File: src/pkg/uares_defs.svh
// How it works
// [RL1] Status holds parity, framing, overrun; rest zero
// [RL2] Flags hold the last error, no count
// [RL3] Reading status returns flags, then clears them
// [RL4] Reset clears the status register
// [RL5] Unit or receive disable clears all flags
// [RL6] Status is read-only, whole byte, writes ignored
// [RL7] Parity mismatch on completed frame sets flag
// [RL8] Low first stop bit sets framing flag
// [RL9] Frame done with buffer unread sets overrun
// [RL10] Software reads status before receive buffer
// [RL11] Overrun frame is not written to buffer
// [RL12] Only the first stop bit is checked
// [RL13] Even parity: odd count of ones errs
// [RL14] Zero and no parity never flag errors
// [RL15] Receiver always uses one stop bit
`ifndef UARES_DEFS_SVH
`define UARES_DEFS_SVH

// ----------------------------------------
// Register byte offsets
// ----------------------------------------
`define UARES_ADR_CTRL 8'h00
`define UARES_ADR_BAUD 8'h04
`define UARES_ADR_ERR 8'h08
`define UARES_ADR_RXBUF 8'h0C
`define UARES_ADR_IRQ_ST 8'h10
`define UARES_ADR_IRQ_MSK 8'h14

// ----------------------------------------
// Field positions and reset values
// ----------------------------------------
`define UARES_CTRL_UNIT_EN 0
`define UARES_CTRL_RX_EN 1
`define UARES_CTRL_PS_LO 2
`define UARES_CTRL_PS_HI 3
`define UARES_CTRL_LEN8 4
`define UARES_CTRL_W 5
`define UARES_CTRL_RST 5'h00
`define UARES_ERR_PAR 2
`define UARES_ERR_FRM 1
`define UARES_ERR_OVR 0
`define UARES_ERR_RST 3'h0
`define UARES_IRQ_DONE 0
`define UARES_IRQ_ERR 1
`define UARES_IRQ_RST 2'h0
`define UARES_BAUD_RST 16'h043D
`define UARES_PAR_NONE 2'h0
`define UARES_PAR_ZERO 2'h1
`define UARES_PAR_ODD 2'h2
`define UARES_PAR_EVEN 2'h3

`endif

File: src/pkg/uares_pkg.sv
package uares_pkg;

    // Receiver frame states, one-hot
    typedef enum logic [4:0] {
        RX_IDLE = 5'h01,
        RX_START = 5'h02,
        RX_DATA = 5'h04,
        RX_PAR = 5'h08,
        RX_STOP = 5'h10
    } uares_rx_state_e;

endpackage : uares_pkg

File: src/verilog/uares_sync.sv
`timescale 1ns/1ps
// Two-stage synchroniser for the asynchronous receive pin
module uares_sync (
    input wire logic clk_i,
    input wire logic rst_i,
    input wire logic d_i,
    output logic q_o
);
    logic meta;

    // Idle line is high, so reset to mark level
    always_ff @(posedge clk_i) begin
        if (rst_i) begin
            meta <= 1'b1;
            q_o <= 1'b1;
        end else begin
            meta <= d_i;
            q_o <= meta;
        end
    end
endmodule : uares_sync

File: src/verilog/uares_rx_frame.sv
`timescale 1ns/1ps
`include "uares_defs.svh"
// Frame sampler: start, data, optional parity, one stop bit
module uares_rx_frame
    import uares_pkg::*;
(
    input wire logic clk_i,
    input wire logic rst_i,
    input wire logic run_i,
    input wire logic rxd_i,
    input wire logic [15:0] div_i,
    input wire logic len8_i,
    input wire logic par_on_i,
    output logic done_o,
    output logic [7:0] data_o,
    output logic par_bit_o,
    output logic stop_bit_o
);
    uares_rx_state_e state;
    logic [15:0] cnt;
    logic [3:0] bitn;
    logic [7:0] shift;

    // Full bit period less one, shared by every reload
    function automatic logic [15:0] bit_reload(input logic [15:0] d);
        bit_reload = d - 16'h0001;
    endfunction : bit_reload

    // Sequencer; disabling drops any frame in flight
    always_ff @(posedge clk_i) begin
        if (rst_i || !run_i) begin
            state <= RX_IDLE;
            cnt <= 16'h0000;
            bitn <= 4'h0;
            shift <= 8'h00;
            done_o <= 1'b0;
            data_o <= 8'h00;
            par_bit_o <= 1'b0;
            stop_bit_o <= 1'b1;
        end else begin
            done_o <= 1'b0;
            if (cnt != 16'h0000 && state != RX_IDLE) begin
                cnt <= cnt - 16'h0001;
            end else begin
                case (state)
                    RX_IDLE: begin
                        if (!rxd_i) begin
                            cnt <= {1'b0, div_i[15:1]}; // Centre of start bit
                            state <= RX_START;
                        end
                    end
                    RX_START: begin
                        cnt <= bit_reload(div_i);
                        bitn <= 4'h0;
                        state <= rxd_i ? RX_IDLE : RX_DATA; // Glitch rejects
                    end
                    RX_DATA: begin
                        shift <= {rxd_i, shift[7:1]};
                        cnt <= bit_reload(div_i);
                        bitn <= bitn + 4'h1;
                        if (bitn == (len8_i ? 4'h7 : 4'h6)) begin
                            state <= par_on_i ? RX_PAR : RX_STOP;
                        end
                    end
                    RX_PAR: begin
                        par_bit_o <= rxd_i;
                        cnt <= bit_reload(div_i);
                        state <= RX_STOP;
                    end
                    RX_STOP: begin
                        // One stop bit only, whatever the transmit length
                        stop_bit_o <= rxd_i; // RL12 RL15
                        data_o <= len8_i ? shift : {1'b0, shift[7:1]};
                        done_o <= 1'b1;
                        state <= RX_IDLE;
                    end
                    default: begin
                        state <= RX_IDLE;
                    end
                endcase
            end
        end
    end
endmodule : uares_rx_frame

File: src/verilog/uares_top.sv
// Our own choices: register access over Wishbone and the address map.
`timescale 1ns/1ps
`include "uares_defs.svh"
// Serial receiver with error status, reached over classic Wishbone
module uares_top
    import uares_pkg::*;
(
    input wire logic clk_i,
    input wire logic rst_i,
    input wire logic wb_cyc_i,
    input wire logic wb_stb_i,
    input wire logic wb_we_i,
    input wire logic [7:0] wb_adr_i,
    input wire logic [3:0] wb_sel_i,
    input wire logic [31:0] wb_dat_i,
    output logic [31:0] wb_dat_o,
    output logic wb_ack_o,
    input wire logic rxd_i,
    output logic irq_o
);

    // ----------------------------------------
    // Declarations
    // ----------------------------------------
    logic [`UARES_CTRL_W-1:0] ctrl;
    logic [15:0] baud_div;
    logic [2:0] rx_error_status;
    logic [7:0] receive_buffer;
    logic rxbuf_full;
    logic [1:0] irq_status;
    logic [1:0] irq_mask;
    logic rxd_sync;
    logic frame_done;
    logic [7:0] frame_data;
    logic frame_par_bit;
    logic frame_stop_bit;
    logic unit_operation_enable;
    logic receive_enable;
    logic rx_run;
    logic [1:0] parity_mode;
    logic len8;
    logic par_on;
    logic bus_req;
    logic bus_rd;
    logic bus_wr;
    logic rd_err;
    logic rd_rxbuf;
    logic parity_error;
    logic framing_error;
    logic overrun_error;
    logic any_error;
    logic [2:0] new_err;
    logic [2:0] next_status;
    logic [31:0] next_rdata;

    // ----------------------------------------
    // Helper functions
    // ----------------------------------------

    // Address match for a bus cycle
    function automatic logic adr_hit(input logic [7:0] a, input logic [7:0] r);
        adr_hit = (a == r);
    endfunction : adr_hit

    // Parity judgement; only odd and even modes ever report a mismatch
    function automatic logic par_mismatch(
        input logic [1:0] mode,
        input logic [7:0] d,
        input logic p
    );
        logic odd_ones;
        odd_ones = ^{d, p};
        case (mode)
            `UARES_PAR_EVEN: par_mismatch = odd_ones; // RL13
            `UARES_PAR_ODD: par_mismatch = !odd_ones;
            default: par_mismatch = 1'b0; // RL14
        endcase
    endfunction : par_mismatch

    // Write-one-to-clear with set winning over the clear
    function automatic logic [1:0] w1c_set(
        input logic [1:0] cur,
        input logic [1:0] clr,
        input logic [1:0] set
    );
        w1c_set = (cur & ~clr) | set;
    endfunction : w1c_set

    // ----------------------------------------
    // Control fields
    // ----------------------------------------

    // Decoded control bits steer the receiver and error judgement
    assign unit_operation_enable = ctrl[`UARES_CTRL_UNIT_EN];
    assign receive_enable = ctrl[`UARES_CTRL_RX_EN];
    assign rx_run = unit_operation_enable && receive_enable;
    assign parity_mode = {ctrl[`UARES_CTRL_PS_HI], ctrl[`UARES_CTRL_PS_LO]};
    assign len8 = ctrl[`UARES_CTRL_LEN8];
    // Zero parity still carries a parity bit on the line; it is just not judged
    assign par_on = (parity_mode != `UARES_PAR_NONE);

    // ----------------------------------------
    // Receive path
    // ----------------------------------------

    // The pin is asynchronous, so it is synchronised before any use
    uares_sync u_rxd_sync (
        .clk_i(clk_i),
        .rst_i(rst_i),
        .d_i(rxd_i),
        .q_o(rxd_sync)
    );

    // Frame sampler is held idle while the receiver is disabled
    uares_rx_frame u_rx_frame (
        .clk_i(clk_i),
        .rst_i(rst_i),
        .run_i(rx_run),
        .rxd_i(rxd_sync),
        .div_i(baud_div),
        .len8_i(len8),
        .par_on_i(par_on),
        .done_o(frame_done),
        .data_o(frame_data),
        .par_bit_o(frame_par_bit),
        .stop_bit_o(frame_stop_bit)
    );

    // ----------------------------------------
    // Error detection at frame completion
    // ----------------------------------------

    // Errors are judged only in the cycle a frame completes
    assign parity_error = frame_done && par_mismatch(parity_mode, frame_data,
        frame_par_bit); // RL7
    assign framing_error = frame_done && !frame_stop_bit; // RL8
    // Buffer still unread when the next frame lands
    assign overrun_error = frame_done && rxbuf_full; // RL9
    assign any_error = parity_error || framing_error || overrun_error;
    assign new_err = {parity_error, framing_error, overrun_error};

    // ----------------------------------------
    // Bus decode
    // ----------------------------------------

    // One request per classic cycle; ack masks the second beat
    assign bus_req = wb_cyc_i && wb_stb_i && !wb_ack_o;
    assign bus_rd = bus_req && !wb_we_i;
    assign bus_wr = bus_req && wb_we_i;
    // Whole-byte status read, any lane pattern counts as a read
    assign rd_err = bus_rd && adr_hit(wb_adr_i, `UARES_ADR_ERR); // RL6
    assign rd_rxbuf = bus_rd && adr_hit(wb_adr_i, `UARES_ADR_RXBUF);

    // Ack comes one cycle after the request, for any address
    always_ff @(posedge clk_i) begin
        if (rst_i) begin
            wb_ack_o <= 1'b0;
        end else begin
            wb_ack_o <= bus_req;
        end
    end

    // ----------------------------------------
    // Error status register
    // ----------------------------------------

    // Read-clear happens on the same edge the old value is latched for the
    // reader, so the reader always sees the flags before they vanish.
    // A frame ending in that edge still sets its flag: the set wins.
    // Flags only ever set, with no count, so each one reports the last
    // occurrence of its error since the previous read.
    always_comb begin
        next_status = rx_error_status;
        if (rd_err) begin
            next_status = `UARES_ERR_RST; // RL3
        end
        next_status = next_status | new_err; // RL2
        if (!rx_run) begin
            next_status = `UARES_ERR_RST; // RL5
        end
    end

    // Status has no write path at all
    always_ff @(posedge clk_i) begin
        if (rst_i) begin
            rx_error_status <= `UARES_ERR_RST; // RL4
        end else begin
            rx_error_status <= next_status; // RL6
        end
    end

    // ----------------------------------------
    // Receive buffer
    // ----------------------------------------

    // An overrun frame is dropped; the buffer keeps the unread data
    always_ff @(posedge clk_i) begin
        if (rst_i) begin
            receive_buffer <= 8'h00;
        end else if (frame_done && !rxbuf_full) begin
            receive_buffer <= frame_data; // RL11
        end
    end

    // Full flag; a frame landing during the read keeps it set
    always_ff @(posedge clk_i) begin
        if (rst_i) begin
            rxbuf_full <= 1'b0;
        end else if (frame_done) begin
            rxbuf_full <= 1'b1;
        end else if (rd_rxbuf || !rx_run) begin
            rxbuf_full <= 1'b0;
        end
    end

    // ----------------------------------------
    // Control and baud registers
    // ----------------------------------------

    // Control byte lives in lane 0
    always_ff @(posedge clk_i) begin
        if (rst_i) begin
            ctrl <= `UARES_CTRL_RST;
        end else if (bus_wr && wb_sel_i[0] && adr_hit(wb_adr_i, `UARES_ADR_CTRL)) begin
            ctrl <= wb_dat_i[`UARES_CTRL_W-1:0];
        end
    end

    // Clocks per bit; change only with the receiver off
    always_ff @(posedge clk_i) begin
        if (rst_i) begin
            baud_div <= `UARES_BAUD_RST;
        end else if (bus_wr && adr_hit(wb_adr_i, `UARES_ADR_BAUD)) begin
            if (wb_sel_i[0]) begin
                baud_div[7:0] <= wb_dat_i[7:0];
            end
            if (wb_sel_i[1]) begin
                baud_div[15:8] <= wb_dat_i[15:8];
            end
        end
    end

    // ----------------------------------------
    // Interrupts
    // ----------------------------------------

    // Sticky events: frame stored or error seen; write one to clear
    always_ff @(posedge clk_i) begin
        if (rst_i) begin
            irq_status <= `UARES_IRQ_RST;
        end else begin
            irq_status <= w1c_set(irq_status,
                (bus_wr && wb_sel_i[0] && adr_hit(wb_adr_i, `UARES_ADR_IRQ_ST))
                    ? wb_dat_i[1:0] : 2'h0,
                {any_error, frame_done && !rxbuf_full});
        end
    end

    // Mask shares the status layout; one enables the source
    always_ff @(posedge clk_i) begin
        if (rst_i) begin
            irq_mask <= `UARES_IRQ_RST;
        end else if (bus_wr && wb_sel_i[0] && adr_hit(wb_adr_i, `UARES_ADR_IRQ_MSK)) begin
            irq_mask <= wb_dat_i[1:0];
        end
    end

    // Level output, registered so it never glitches
    always_ff @(posedge clk_i) begin
        if (rst_i) begin
            irq_o <= 1'b0;
        end else begin
            irq_o <= |(irq_status & irq_mask);
        end
    end

    // ----------------------------------------
    // Read data
    // ----------------------------------------

    // Unused bits and unmapped offsets read zero
    always_comb begin
        next_rdata = 32'h0000_0000;
        case (wb_adr_i)
            `UARES_ADR_CTRL: next_rdata[`UARES_CTRL_W-1:0] = ctrl;
            `UARES_ADR_BAUD: next_rdata[15:0] = baud_div;
            `UARES_ADR_ERR: next_rdata[2:0] = rx_error_status; // RL1
            `UARES_ADR_RXBUF: next_rdata[7:0] = receive_buffer;
            `UARES_ADR_IRQ_ST: next_rdata[1:0] = irq_status;
            `UARES_ADR_IRQ_MSK: next_rdata[1:0] = irq_mask;
            default: next_rdata = 32'h0000_0000;
        endcase
    end

    // Data is latched with ack and cleared between reads
    always_ff @(posedge clk_i) begin
        if (rst_i) begin
            wb_dat_o <= 32'h0000_0000;
        end else if (bus_rd) begin
            wb_dat_o <= next_rdata;
        end else begin
            wb_dat_o <= 32'h0000_0000;
        end
    end

endmodule : uares_top

File: config.mk
export PLATFORM = sky130hd
export DESIGN_NAME = uares_top
export DESIGN_NICKNAME = d
export VERILOG_FILES = /design/src/pkg/uares_pkg.sv /design/src/verilog/uares_sync.sv /design/src/verilog/uares_rx_frame.sv /design/src/verilog/uares_top.sv
export VERILOG_INCLUDE_DIRS = /design/src /design/src/pkg
export SDC_FILE = /design/constraint.sdc
export NUM_CORES = 1
export LEC_CHECK = 0
export BUFFER_PORTS_ARGS = -buffer_cell sky130_fd_sc_hd__buf_2
export CORE_ASPECT_RATIO = 0.5
export CORE_MARGIN = 2
export CORE_UTILIZATION = 30
export DETAILED_ROUTE_END_ITERATION = 12
export PLACE_DENSITY_LB_ADDON = 0.15
export SETUP_SLACK_MARGIN = 0.2
export SLEW_MARGIN = 0
export SYNTH_ARGS = -nofsm -noshare
export SYNTH_HDL_FRONTEND = slang
export SYNTH_SLANG_ARGS = --single-unit
File: constraint.sdc
create_clock -name clk_i -period 2.8 [get_ports clk_i]
set_clock_uncertainty 0.15 [all_clocks]
set_input_delay 0.42 -clock clk_i [delete_from_list [all_inputs] [get_ports clk_i]]
set_output_delay 0.42 -clock clk_i [all_outputs]
set_load 0.02 [all_outputs]
; ---- After elaboration in Yosys (flattened, before gate mapping)
; Index checks and enable logic that the tools add are counted.
[totals]
input_bits = 50
out_inout_bits = 34
register_bits = 117
word_cells = 121
[classes]
n_bitwise = 9
n_mux = 21
eq_ne = 17
reduce_logical = 48
add_sub_neg = 3
[op_table]
columns = cell, count
row1 = $mux 16, 2
row2 = $pmux 16 s2, 1
row3 = $sub 16x1->16 const B, 2
row4 = $pmux 5 s4, 1
row5 = $logic_and 1x1->1, 17
row6 = $eq 8x4->1 const B, 2
row7 = $eq 8x5->1 const B, 2
row8 = $reduce_bool 16->1, 1
row9 = $mux 5, 3
row10 = $reduce_and 2->1, 7
row11 = $pmux 2 s6, 1
row12 = $reduce_xor 9->1, 1
row13 = $eq 8x3->1 const B, 1
row14 = $logic_not 8->1, 1
row15 = $mux 8, 1
row16 = $pmux 4 s2, 1
row17 = $reduce_or 2->1, 4
row18 = $logic_not 1->1, 6
row19 = $mux 3, 2
row20 = $pmux 2 s3, 1
row21 = $pmux 3 s2, 1
row22 = $reduce_bool 2->1, 3
row23 = $reduce_or 3->1, 2
row24 = $eq 5x1->1 const B, 1
row25 = other kinds (23), 34

; ---- Longest topological paths before layout
; Gate-level depths: netlist of the first run.
[logic_depth]
ltp_word = 9
mapped_depth = 10
mapped_depth_nobuf = 8

; ---- Cells and area by module
; From an unflattened synthesis of the first run, not the netlist that was laid out.
[unflattened]
cells_unflattened = 610
area_unflattened_um2 = 5276.3
[modules_own_cells]
columns = module, instances, cells_per_inst, area_per_inst_um2, seq_area_each_um2
row1 = uares_rx_frame, 1, 339, 2756.4, 880.8
row2 = uares_top, 1, 267, 2467.4, 1101.1
row3 = uares_sync, 1, 4, 52.6, 40.0

; ---- Least setup slack after synthesis of the first run
; No wires, ideal clock.
[synth_timing]
path_type = input to register
start = in wb_adr_i[5]
end = reg baud_div[10]
required_ns = 2.530
setup_time_ns = 0.120
n_path_buf = 1
stages = 7
slack_ns = 0.293
arrival_ns = 2.237
path_cell_list = or3_4 -> or4_4 -> nor3b_4 -> and4_1 -> buf_6 -> nor2b_2 -> a211o_1
[synth_between]
elab_chain_len = 3
[synth_rtl]
columns = element, line
row1 = "start, declared", uares_top.sv:13  ; input wire logic [7:0] wb_adr_i,
row2 = $eq 8x3->1, uares_top.sv:62  ; adr_hit = (a == r);
row3 = $logic_and 1x1->1, uares_top.sv:233  ; end else if (bus_wr && adr_hit(wb_adr_i, `UARES_ADR_BAUD)) begin
row4 = $reduce_and 2->1 (no source line), n/a
row5 = "end signal, assigned", uares_top.sv:232  ; baud_div <= `UARES_BAUD_RST;
row6 = "end signal, assigned", uares_top.sv:238  ; baud_div[15:8] <= wb_dat_i[15:8];
row7 = "end, declared", uares_top.sv:26  ; logic [15:0] baud_div;
; Every way passes these cells.
; A chain may end at the register's enable or synchronous reset.

; ---- Final worst setup path of the first run
[layout_timing]
start = reg u_rx_frame.cnt[1]
end = reg u_rx_frame.cnt[8]
[layout_between]
elab_chain_len = 4
elab_cells_between_ends = 7
cone_classes = add/sub (1) / eq/ne (1) / mux (1) / reduce/logical (4)
[layout_rtl]
columns = element, line
row1 = "start, declared", uares_rx_frame.sv:20  ; logic [15:0] cnt;
row2 = "start signal, assigned", uares_rx_frame.sv:43  ; cnt <= cnt - 16'h0001;
row3 = "start signal, assigned", uares_rx_frame.sv:48  ; cnt <= {1'b0, div_i[15:1]};
row4 = "start signal, assigned", uares_rx_frame.sv:53  ; cnt <= bit_reload(div_i);
row5 = "parallel branches: the longest is 4 deep, another holds $sub 16x1->16", n/a
; Parallel ways; which one is timed is not known.

==> results of run 1 <==
power groups by stage:
stage / registers (mW) / clock network, mW / logic, mW
finish: 1.44 / 1.28 / 0.0935
detailed placement: 1.47 / 0 / 0.0930
global placement: 1.47 / 0 / 0.0932
floorplan: 1.47 / 0 / 0.0731
global route: 1.44 / 1.38 / 0.102
CTS: 1.44 / 1.32 / 0.0934
cells in the final DEF, fill, tap and decap left out, types with 3 or more instances in the layout:
cell type / n
a211o_1: 4
a211oi_1: 4
a21oi_1: 45
a221oi_1: 3
a222oi_1: 3
a22oi_1: 7
a31oi_1: 10
and2_1: 10
and3_1: 3
and4_1: 3
buf_2: 49
buf_4: 23
clkbuf_16: 9
conb_1: 16
dfxtp_1: 100
ha_1: 4
inv_1: 7
mux2i_1: 24
nand2_1: 84
nand2b_1: 3
nand3_1: 13
nand3b_1: 6
nand4_1: 5
nor2_1: 90
nor2b_1: 5
nor3_1: 14
nor4_1: 9
nor4b_1: 3
o211ai_1: 7
o21ai_0: 23
o22ai_1: 3
or2_2: 7
or3_1: 4
or4_1: 3
xnor2_1: 16
xor2_1: 8
layer usage:
layer  global-route usage, %  up-vias
met5                       0        -
met4                    3.57        0
met3                    3.02        8
met2                    23.8       61
met1                    19.6     1993
li1                        -     2233
synthesized netlist by cell type (5+ instances only):
cell / n
nand4_1: 5
clkbuf_1: 27
nor2b_1: 5
or2_2: 7
o211ai_1: 7
buf_2: 5
mux2i_1: 24
a21oi_1: 45
a31oi_1: 10
nand2_1: 85
inv_1: 7
and2_1: 11
xor2_1: 8
a22oi_1: 7
buf_4: 17
nor4_1: 9
xnor2_1: 16
nand3_1: 13
nor2_1: 90
o21ai_0: 23
nand3b_1: 6
nor3_1: 14
dfxtp_1: 101
through the flow:
step	worst slack [ps]	cells	utilization [%]	hold slack (ps)	instance area [um2]
6_report	375	898	35.5	122	5820
3_5_place_dp	249	882	33.6	249	5500
5_1_grt	198	898	35.5	110	5820
4_1_cts	252	898	35.4	117	5810
2_1_floorplan	293	636	-	239	5080
3_3_place_gp	255	882	33.6	242	5500
worst reg2reg max path: stages (launching register included):
cell and delay [ps]:
dfxtp_2 370, inv_1 70, ha_1 170, nor4b_1 140, and4_1 240, or2_2 300
buf_4 210, nor3_1 240, nor3_1 70, a2111oi_1 350
kinds of logic (layout without fill, tap and decap cells):
kind of cell,count (synthesis),count (layout)
xor gates and xnor gates,24,24
buffers and inverters,61,96
AOI/OAI and AO/OA,128,128
muxes,25,25
and+or+nand+nor,277,277
DFF,101,101
adders and majority gates,4,4
other,1,16
worst min-delay path by stage:
| stage | to | slack, ps |
|---|---|---|
| after floorplan | u_rxd_sync.q_o$_SDFF_PP1_ | 240 |
| after global placement | u_rxd_sync.q_o$_SDFF_PP1_ | 240 |
| after detailed placement | u_rxd_sync.q_o$_SDFF_PP1_ | 250 |
| after CTS | wb_ack_o$_SDFF_PP0_ | 120 |
| after global routing | baud_div[10]$_SDFFE_PP1P_ | 110 |
| final | baud_div[10]$_SDFFE_PP1P_ | 120 |
what timing repair did:
item | CTS | global route
setup endpoints to repair | 0 | 13
hold buffers | 0 | 0
gates resized for setup | 0 | 6
flip-flops by register name, indices dropped and copies added (netlist names), 3 cells and up:
signal / cells
u_rx_frame.state: 5
u_rx_frame.bitn: 4
baud_div: 16
u_rx_frame.data_o: 8
wb_dat_o: 16
receive_buffer: 8
u_rx_frame.shift: 8
rx_error_status: 3
ctrl: 5
u_rx_frame.cnt: 16
layout make-up:
type                            instances  area, um2  area share [%]
Sequential cell                       101       2020            34.7
Clock buffer                           10        239            4.10
Inverter                                7       26.3           0.451
Tap cell                              227        284            4.88
Multi-Input combinational cell        474       2750            47.2
Timing Repair Buffer                   73        438            7.52
Clock inverter                          6       65.1            1.12
==> run summary, run 1 <==
status: finished, final reports clean
Antenna diodes: 0
Synth Area in Compound Gates: 16.2%
top layer in use: met4
total CTS buffers: 9
synth top area cells: dfxtp_1 (40%), nor2_1 (6.7%), nand2_1 (6.3%), mux2i_1 (4.8%), a21oi_1 (4.5%)
adder-cell share of the synthesized area: 0.996%
RD Place Congestion: 0.745
critical path data required time: 2880 ps
Die Span Y: 95.5 um
Remaining DRCs: 0
worst-case clock buffer depth: 2
P_int: 2.12 mW
first-pass GRT wire length: 20600 um
post-synthesis sequential area ratio: 40.2%
Total Routing Usage GR: 14.5%
xor and xnor area share after synthesis: 4.18%
FF-to-FF Start: u_rx_frame.cnt[1]$_SDFFE_PP0P_
actual slew at the worst max-slew pin: 652 ps
delay-heaviest family, CP: simple AND/OR/NAND/NOR gates
Relative slew margins: 56.5%
Peak VDD IR: 0.294 mV
FILL cells: 1726
startpoint types: flip-flop
final hold viol count: 0
worst r2r dst: u_rx_frame.cnt[8]$_SDFFE_PP0P_
TritonRoute pass-1 iters: 7
crit-path cells: inv_1 > ha_1 > nor4b_1 > and4_1 > or2_2 > buf_4 > nor3_1 > nor3_1 > a2111oi_1
die width: 187 um
Slowest Stage Delay on Critical Path: 370 ps
Synth Cell Area: 0.00502 mm2
Final TNS setup: 0 ps
core area: 0.0164 mm2
post-synthesis mux area share: 5.23%
Cells after Synth: 621
Max Fanout on Critical Path: 17
crit path buf inv count: 2
NetSw: 0.687 mW
Max Cap Violations: 0
main combinational cell family by area after synthesis: simple AND/OR/NAND/NOR gates
asr flop ratio synth: 0%
port bufs: 49
root buffer cell: clkbuf_16
Tcrit/Tclk final: 86.6%
die area: 0.0179 mm2
Top cell by count, worst path: nor3_1
Yosys warning total: 0
1st-iter DRT viols: 263
Combinational Power Share: 3.3%
largest net degree at the start of global routing: 39
H-tree depth: 3
crit path DAT: 2510 ps
nets@finish: 720
wire per inst: 13.9 um
simple-gate share of the synthesized area: 26.5%
critical path depth in cells: 9
FF+latch count, synth: 101
RSZ-0062 raised after global routing: true
pwr/cell area: 483 mW/mm2
fmax: 412 MHz
EDFF count, synth: 0
clock latency on the worst-skew pair: 350 ps
Max Slew Vio Count: 0
GR Overflow Total: 0
initial antenna violation count: 0
clk sinks: 101
Hold Path Depth: 2
post-synthesis cell type with the largest combined area: dfxtp_1
worst setup path endpoint: u_rx_frame.cnt[8]$_SDFFE_PP0P_
Synth Flop Type: dfxtp_1
HP Start: wb_dat_i[10]
Worst R2R Setup Slack: 370 ps
Initial Util: 30.7%
TritonCTS clock tree: yes
Critical Path Start: u_rx_frame.cnt[1]$_SDFFE_PP0P_
CP endpoint kind: flip-flop
Post-DP HPWL: 9140 um
Vias: 4295
io pins: 84
Leakage: 2.03 nW
Hold WC Path Type: in -> reg
via-per-instance ratio: 4.78
library cells used by synthesis: 66
number of global-route vias before repair: 4035
sw frac: 24.5%
WL met3: 357 um
clock network fraction of total power: 45.5%
Reg power frac: 51.2%
Final ANT Viol Nets: 0
Syn Area/Cell: 8.09 um2
Post-CTS Setup Inserts: 0
reg2reg path depth: 9
Routed WL: 12500 um
Reg clk slew, reported paths: 70 ps
WS Path Type: reg -> reg
final setup vio count: 0
Synth-to-Final Area Change: 15.9%
min Tclk post-route: 2430 ps
Final Total Pwr: 2.81 mW
post-synth top area share: 40.2%
share of cells above drive strength 1: 16.7%
routed wl met2: 5700 um
Critical-path top delay cell: dfxtp_2
Rows: 33
Metal-1 WL: 6380 um
Power figures use the tool's default switching activity.
==> run 2: changes to the inputs <==
--- a/config.mk
+++ b/config.mk
@@ -9,10 +9,11 @@
 export BUFFER_PORTS_ARGS = -buffer_cell sky130_fd_sc_hd__buf_2
 export CORE_ASPECT_RATIO = 0.5
 export CORE_MARGIN = 2
-export CORE_UTILIZATION = 30
+export CORE_UTILIZATION = 55
 export DETAILED_ROUTE_END_ITERATION = 12
-export PLACE_DENSITY_LB_ADDON = 0.15
+export PLACE_DENSITY_LB_ADDON = 0.08
 export SETUP_SLACK_MARGIN = 0.2
+export SKIP_CTS_REPAIR_TIMING = 1
 export SLEW_MARGIN = 0
 export SYNTH_ARGS = -nofsm -noshare
 export SYNTH_HDL_FRONTEND = slang
==> run 2 against run 1 <==
Net effect:
- clock power hardly changed
- sequential cell count did not move
- sequential share of layout area is 1.3 points higher
- sequential power about the same
- final cell count down 13%
- routed wire length fell by 9.1%
- power is 1.0% lower
- largest power group unchanged
==> run summary, run 2 (synthesis results as in run 1) <==
first-pass GRT wire length: 19000 um (-7.6%)
Vias: 4404 (+2.5%)
Die Span Y: 71.6 um (-25%)
worst setup margin: 307 ps (-67.5 ps)
number of global-route vias before repair: 3942 (-2.3%)
Leakage: 1.99 nW (-1.9%)
startpoint types: flip-flop
Final Total Pwr: 2.78 mW (-1.0%)
port bufs: 49 (unchanged)
1st-iter DRT viols: 403 (+53%)
Post-DP HPWL: 8200 um (-10%)
fmax: 401 MHz (-2.7%)
Antenna diodes: 0 (unchanged)
min Tclk post-route: 2490 ps (+67.5 ps)
GR Overflow Total: 0 (unchanged)
Routed WL: 11400 um (-9.1%)
wire per inst: 14.6 um (+4.6%)
total CTS buffers: 9 (unchanged)
Tcrit/Tclk final: 89.0% (+2.4 points)
Peak VDD IR: 0.311 mV (+5.6%)
critical path data required time: 2920 ps (+40 ps)
RSZ-0062 raised after global routing: true
final hold viol count: 0 (unchanged)
TritonCTS clock tree: yes
Max Cap Violations: 0 (unchanged)
crit path DAT: 2610 ps (+100 ps)
Relative slew margins: 48.7% (-7.8 points)
Max Slew Vio Count: 0 (unchanged)
Final TNS setup: 0 ps (unchanged)
nets@finish: 713 (-0.97%)
Max Fanout on Critical Path: 12 (-5)
Rows: 24 (-27%)
actual slew at the worst max-slew pin: 759 ps (+107 ps)
Hold WC Path Type: in -> reg
die width: 139 um (-26%)
initial antenna violation count: 0 (unchanged)
worst-case clock buffer depth: 2 (unchanged)
TritonRoute pass-1 iters: 5 (-2)
pre-CTS WS: 213 ps (-35.7 ps)
clock latency on the worst-skew pair: 340 ps (about the same)
core area: 0.00880 mm2 (-46%)
post-route cell area: 0.00562 mm2 (-3.5%)
WS Path Type: reg -> reg
leading cell type in the layout, fill and taps excluded: dfxtp_1
RD Place Congestion: 0.832 (+12%)
share of cells above drive strength 1: 15.4% (-1.3 points)
Final ANT Viol Nets: 0 (unchanged)
Synth-to-Final Area Change: 11.9%
die area: 0.00996 mm2 (-44%)
H-tree depth: 3 (unchanged)
DP Area: 0.00531 mm2 (-3.5%)
via-per-instance ratio: 5.65 (+18%)
final core occ: 63.9% (+28 points)
FILL cells: 782 (-55%)
most frequent cells in the layout: dfxtp_1 (100), nor2_1 (90), nand2_1 (85)
biggest regs: baud_div: 16 flops, u_rx_frame.cnt: 16 flops, wb_dat_o: 16 flops
final setup vio count: 0 (unchanged)
io pins: 84 (unchanged)
clk sinks: 101 (unchanged)
Total Routing Usage GR: 23.7% (+9.2 points)
status: finished, final reports clean
CP endpoint kind: flip-flop
pwr/cell area: 495 mW/mm2 (+2.5%)
largest net degree at the start of global routing: 30 (-23%)
root buffer cell: clkbuf_16
Initial Util: 57.1% (+26 points)
Reg clk slew, reported paths: 70 ps (about the same)
Remaining DRCs: 0 (unchanged)
-- run 2: cell count changes in the layout (fill, tap and decap cells not counted), sizes merged --
cell / delta
clkinv: +1
bufinv: +1
buf: -7
inv: -3
-- run 2: worst paths after layout --
check | cells past startpoint | to | from | slack, ps
max | 8 | u_rx_frame.cnt[12]$_SDFFE_PP0P_ | u_rx_frame.cnt[1]$_SDFFE_PP0P_ | 310
min | 2 | u_rxd_sync.meta$_SDFF_PP1_ | rxd_i | 110
max reg2reg | 8 | u_rx_frame.cnt[12]$_SDFFE_PP0P_ | u_rx_frame.cnt[1]$_SDFFE_PP0P_ | 310
min reg2reg | 1 | u_rxd_sync.q_o$_SDFF_PP1_ | u_rxd_sync.meta$_SDFF_PP1_ | 260
-- run 2: worst max-delay path, stage by stage, from the launching register on --
cell and delay [ps]:
dfxtp_1 390, inv_1 90, ha_1 180, nor4b_1 140, and4_1 240, or2_2 380, buf_4 210, or4_1 470
a31oi_1 160
-- run 2: cell type report --
cell class,instances,area [um2],share of cell area [%]
Timing Repair Buffer,66,385,6.86
Inverter,7,26.3,0.467
Sequential cell,101,2020,36.0
Clock inverter,5,61.3,1.09
Tap cell,117,146,2.60
Multi-Input combinational cell,474,2740,48.7
Clock buffer,10,239,4.25
-- run 2: power by group --
group	switching (mW)	total, mW	internal [mW]
Sequential	0.00202	1.44	1.44
Combinational	0.0610	0.0926	0.0315
Clock	0.534	1.25	0.715
Total	0.597	2.78	2.18
-- run 2: metrics by stage --
stage               cells  hold WS (ps)
floorplan             636           239
global placement      765           241
detailed placement    765           246
CTS                   780          96.8
global route          780           118
finish                780           110
-- run 2: routing by layer --
layer  global-route usage (%)  vias up  wire length (um)
li1                         -     2218                 -
met1                     32.8     2043              5500
met2                     38.0      133              5070
met3                     5.35       10               686
met4                     6.62        0               120
met5                        0        -                 0
==> run 3: changes to the inputs <==
--- a/config.mk
+++ b/config.mk
@@ -14,6 +14,7 @@
 export PLACE_DENSITY_LB_ADDON = 0.08
 export SETUP_SLACK_MARGIN = 0.2
 export SKIP_CTS_REPAIR_TIMING = 1
+export SKIP_LAST_GASP = 1
 export SLEW_MARGIN = 0
 export SYNTH_ARGS = -nofsm -noshare
 export SYNTH_HDL_FRONTEND = slang
==> constraint.sdc (replaced) <==
create_clock -name clk_i -period 2.9 [get_ports clk_i]
set_clock_uncertainty 0.15 [all_clocks]
set_input_delay 0.435 -clock clk_i [delete_from_list [all_inputs] [get_ports clk_i]]
set_output_delay 0.435 -clock clk_i [all_outputs]
set_load 0.02 [all_outputs]
==> run 3 against run 2 <==
Net effect:
- first-iteration DRC count shrank 45%
- register-to-register slack gained 90 ps
- via count grew 0.84%
- global-route usage shrank 0.37 points
- non-clock buffer count fell by 2
- maximum frequency decreased by 0.32%
- clock power rose by 11%
- worst hold slack better by 7.1 ps
- critical path depth rose by 1
- utilization up 0.24 points
- sequential share of layout area down 0.14 points
- count of clock-buffer cells in the layout fell by 1
- critical endpoint is now u_rx_frame.cnt[8]$_SDFFE_PP0P_
==> run summary, run 3 (synthesis results as in run 1) <==
Initial Util: 57.1% (unchanged)
Max Slew Vio Count: 0 (unchanged)
total CTS buffers: 9 (unchanged)
clk sinks: 101 (unchanged)
crit-path cells: inv_1 > ha_1 > nor4b_1 > and4_1 > or2_2 > buf_4 > nor3_2 > nor3_1 > a2111oi_1
reg2reg path depth: 9 (+1)
1st-iter DRT viols: 223 (-45%)
H-tree depth: 3 (unchanged)
port bufs: 49 (unchanged)
Max Cap Violations: 0 (unchanged)
startpoint types: flip-flop
FILL cells: 795 (+1.7%)
pwr/cell area: 509 mW/mm2 (+2.9%)
Tcrit/Tclk final: 86.2% (-2.8 points)
Rows: 24 (unchanged)
crit path DAT: 2590 ps (-20 ps)
WS Path Type: reg -> reg
final setup vio count: 0 (unchanged)
crit path buf inv count: 2 (unchanged)
worst-case clock buffer depth: 2 (unchanged)
Hold WC Path Type: in -> reg
TritonRoute pass-1 iters: 6 (+1)
leading cell type in the layout, fill and taps excluded: dfxtp_1
worst r2r dst: u_rx_frame.cnt[8]$_SDFFE_PP0P_
post-route cell area: 0.00564 mm2 (+0.38%)
Leakage: 2.00 nW (+0.46%)
Antenna diodes: 0 (unchanged)
delay-heaviest family, CP: simple AND/OR/NAND/NOR gates
TritonCTS clock tree: yes
Final TNS setup: 0 ps (unchanged)
Routed WL: 11300 um (-0.30%)
status: finished, final reports clean
critical path data required time: 2990 ps (+70 ps)
Total Routing Usage GR: 23.4% (-0.37 points)
share of cells above drive strength 1: 15.4% (+0.023 points)
Vias: 4441 (+0.84%)
Hold Path Depth: 2 (unchanged)
io pins: 84 (unchanged)
actual slew at the worst max-slew pin: 727 ps (-31.5 ps)
most frequent cells in the layout: dfxtp_1 (100), nor2_1 (90), nand2_1 (85)
Worst R2R Setup Slack: 400 ps (+90 ps)
Die Span Y: 71.6 um (unchanged)
root buffer cell: clkbuf_16
Register Area: 0.00202 mm2 (unchanged)
Worst Hold Path EP: u_rxd_sync.meta$_SDFF_PP1_
CP endpoint kind: flip-flop
min Tclk post-route: 2500 ps (+8.03 ps)
Peak VDD IR: 0.343 mV (+10%)
initial antenna violation count: 0 (unchanged)
DP Area: 0.00529 mm2 (-0.52%)
grt peak-use layer: met2
via-per-instance ratio: 5.70 (+0.97%)
Max Fanout on Critical Path: 15 (+3)
first-pass GRT wire length: 18800 um (-0.94%)
FF-to-FF Start: u_rx_frame.cnt[1]$_SDFFE_PP0P_
Slowest Stage Delay on Critical Path: 400 ps (-70 ps)
nets@finish: 711 (-0.28%)
biggest regs: baud_div: 16 flops, u_rx_frame.cnt: 16 flops, wb_dat_o: 16 flops
RD Place Congestion: 0.846 (+1.7%)
Reg clk slew, reported paths: 70 ps (about the same)
Post-DP HPWL: 8240 um (+0.47%)
GR Overflow Total: 0 (unchanged)
met1 usage: 32.2% (-0.69 points)
clock latency on the worst-skew pair: 350 ps (about the same)
Multi-input gate area: 0.00274 mm2 (about the same)
die area: 0.00996 mm2 (unchanged)
RSZ-0062 raised after global routing: false
Critical-path top delay cell: dfxtp_1
Relative slew margins: 51.3% (+2.6 points)
Remaining DRCs: 0 (unchanged)
wire per inst: 14.6 um (-0.17%)
Final ANT Viol Nets: 0 (unchanged)
GR Util met2: 36.5% (-1.5 points)
Synth-to-Final Area Change: 12.3%
GR Util met3: 6.55% (+1.2 points)
number of global-route vias before repair: 3988 (+1.2%)
HP Start: rxd_i
final hold viol count: 0 (unchanged)
largest net degree at the start of global routing: 24 (-20%)
die width: 139 um (unchanged)
core area: 0.00880 mm2 (unchanged)
final core occ: 64.1% (+0.24 points)
fmax: 400 MHz (-0.32%)
==> run 3: layer usage <==
metal	wire, um	part of all wire [%]
met4	194	1.7
met1	5690	50
met5	0	0
met2	4840	43
met3	613	5.4
==> run 3: where the power goes <==
part	total, mW	switching, mW	leakage (nW)	internal (mW)
Combinational	0.0889	0.0591	1.02	0.0297
Clock	1.39	0.544	0.170	0.850
Sequential	1.39	0.00192	0.815	1.39
==> run 3: area by class of cell <==
class	count	area share, %
Timing Repair Buffer	64	6.34
Tap cell	117	2.59
Sequential cell	101	35.9
Clock inverter	7	2.15
Multi-Input combinational cell	474	48.6
Inverter	7	0.466
Clock buffer	9	3.99
==> run 3: worst max-delay path by stage <==
stage | from | to | slack (ps) | depth (start not counted)
finish | u_rx_frame.cnt[1]$_SDFFE_PP0P_ | u_rx_frame.cnt[8]$_SDFFE_PP0P_ | 400 | 9
global route | u_rx_frame.cnt[1]$_SDFFE_PP0P_ | u_rx_frame.cnt[8]$_SDFFE_PP0P_ | 150 | 9
CTS | u_rx_frame.cnt[0]$_SDFFE_PP0P_ | u_rx_frame.cnt[8]$_SDFFE_PP0P_ | 310 | 9
detailed placement | wb_adr_i[5] | baud_div[10]$_SDFFE_PP1P_ | 320 | 8
global placement | wb_adr_i[5] | baud_div[10]$_SDFFE_PP1P_ | 330 | 8
floorplan | wb_adr_i[5] | baud_div[10]$_SDFFE_PP1P_ | 380 | 7
==> run 3: metrics by stage <==
step	hold slack [ps]	total power, mW	cells	setup slack (ps)
floorplan	239	1.49	636	378
global placement	242	1.51	763	334
detailed placement	253	1.51	763	320
CTS	115	2.89	779	311
global route	109	2.96	779	150
finish	117	2.87	779	399
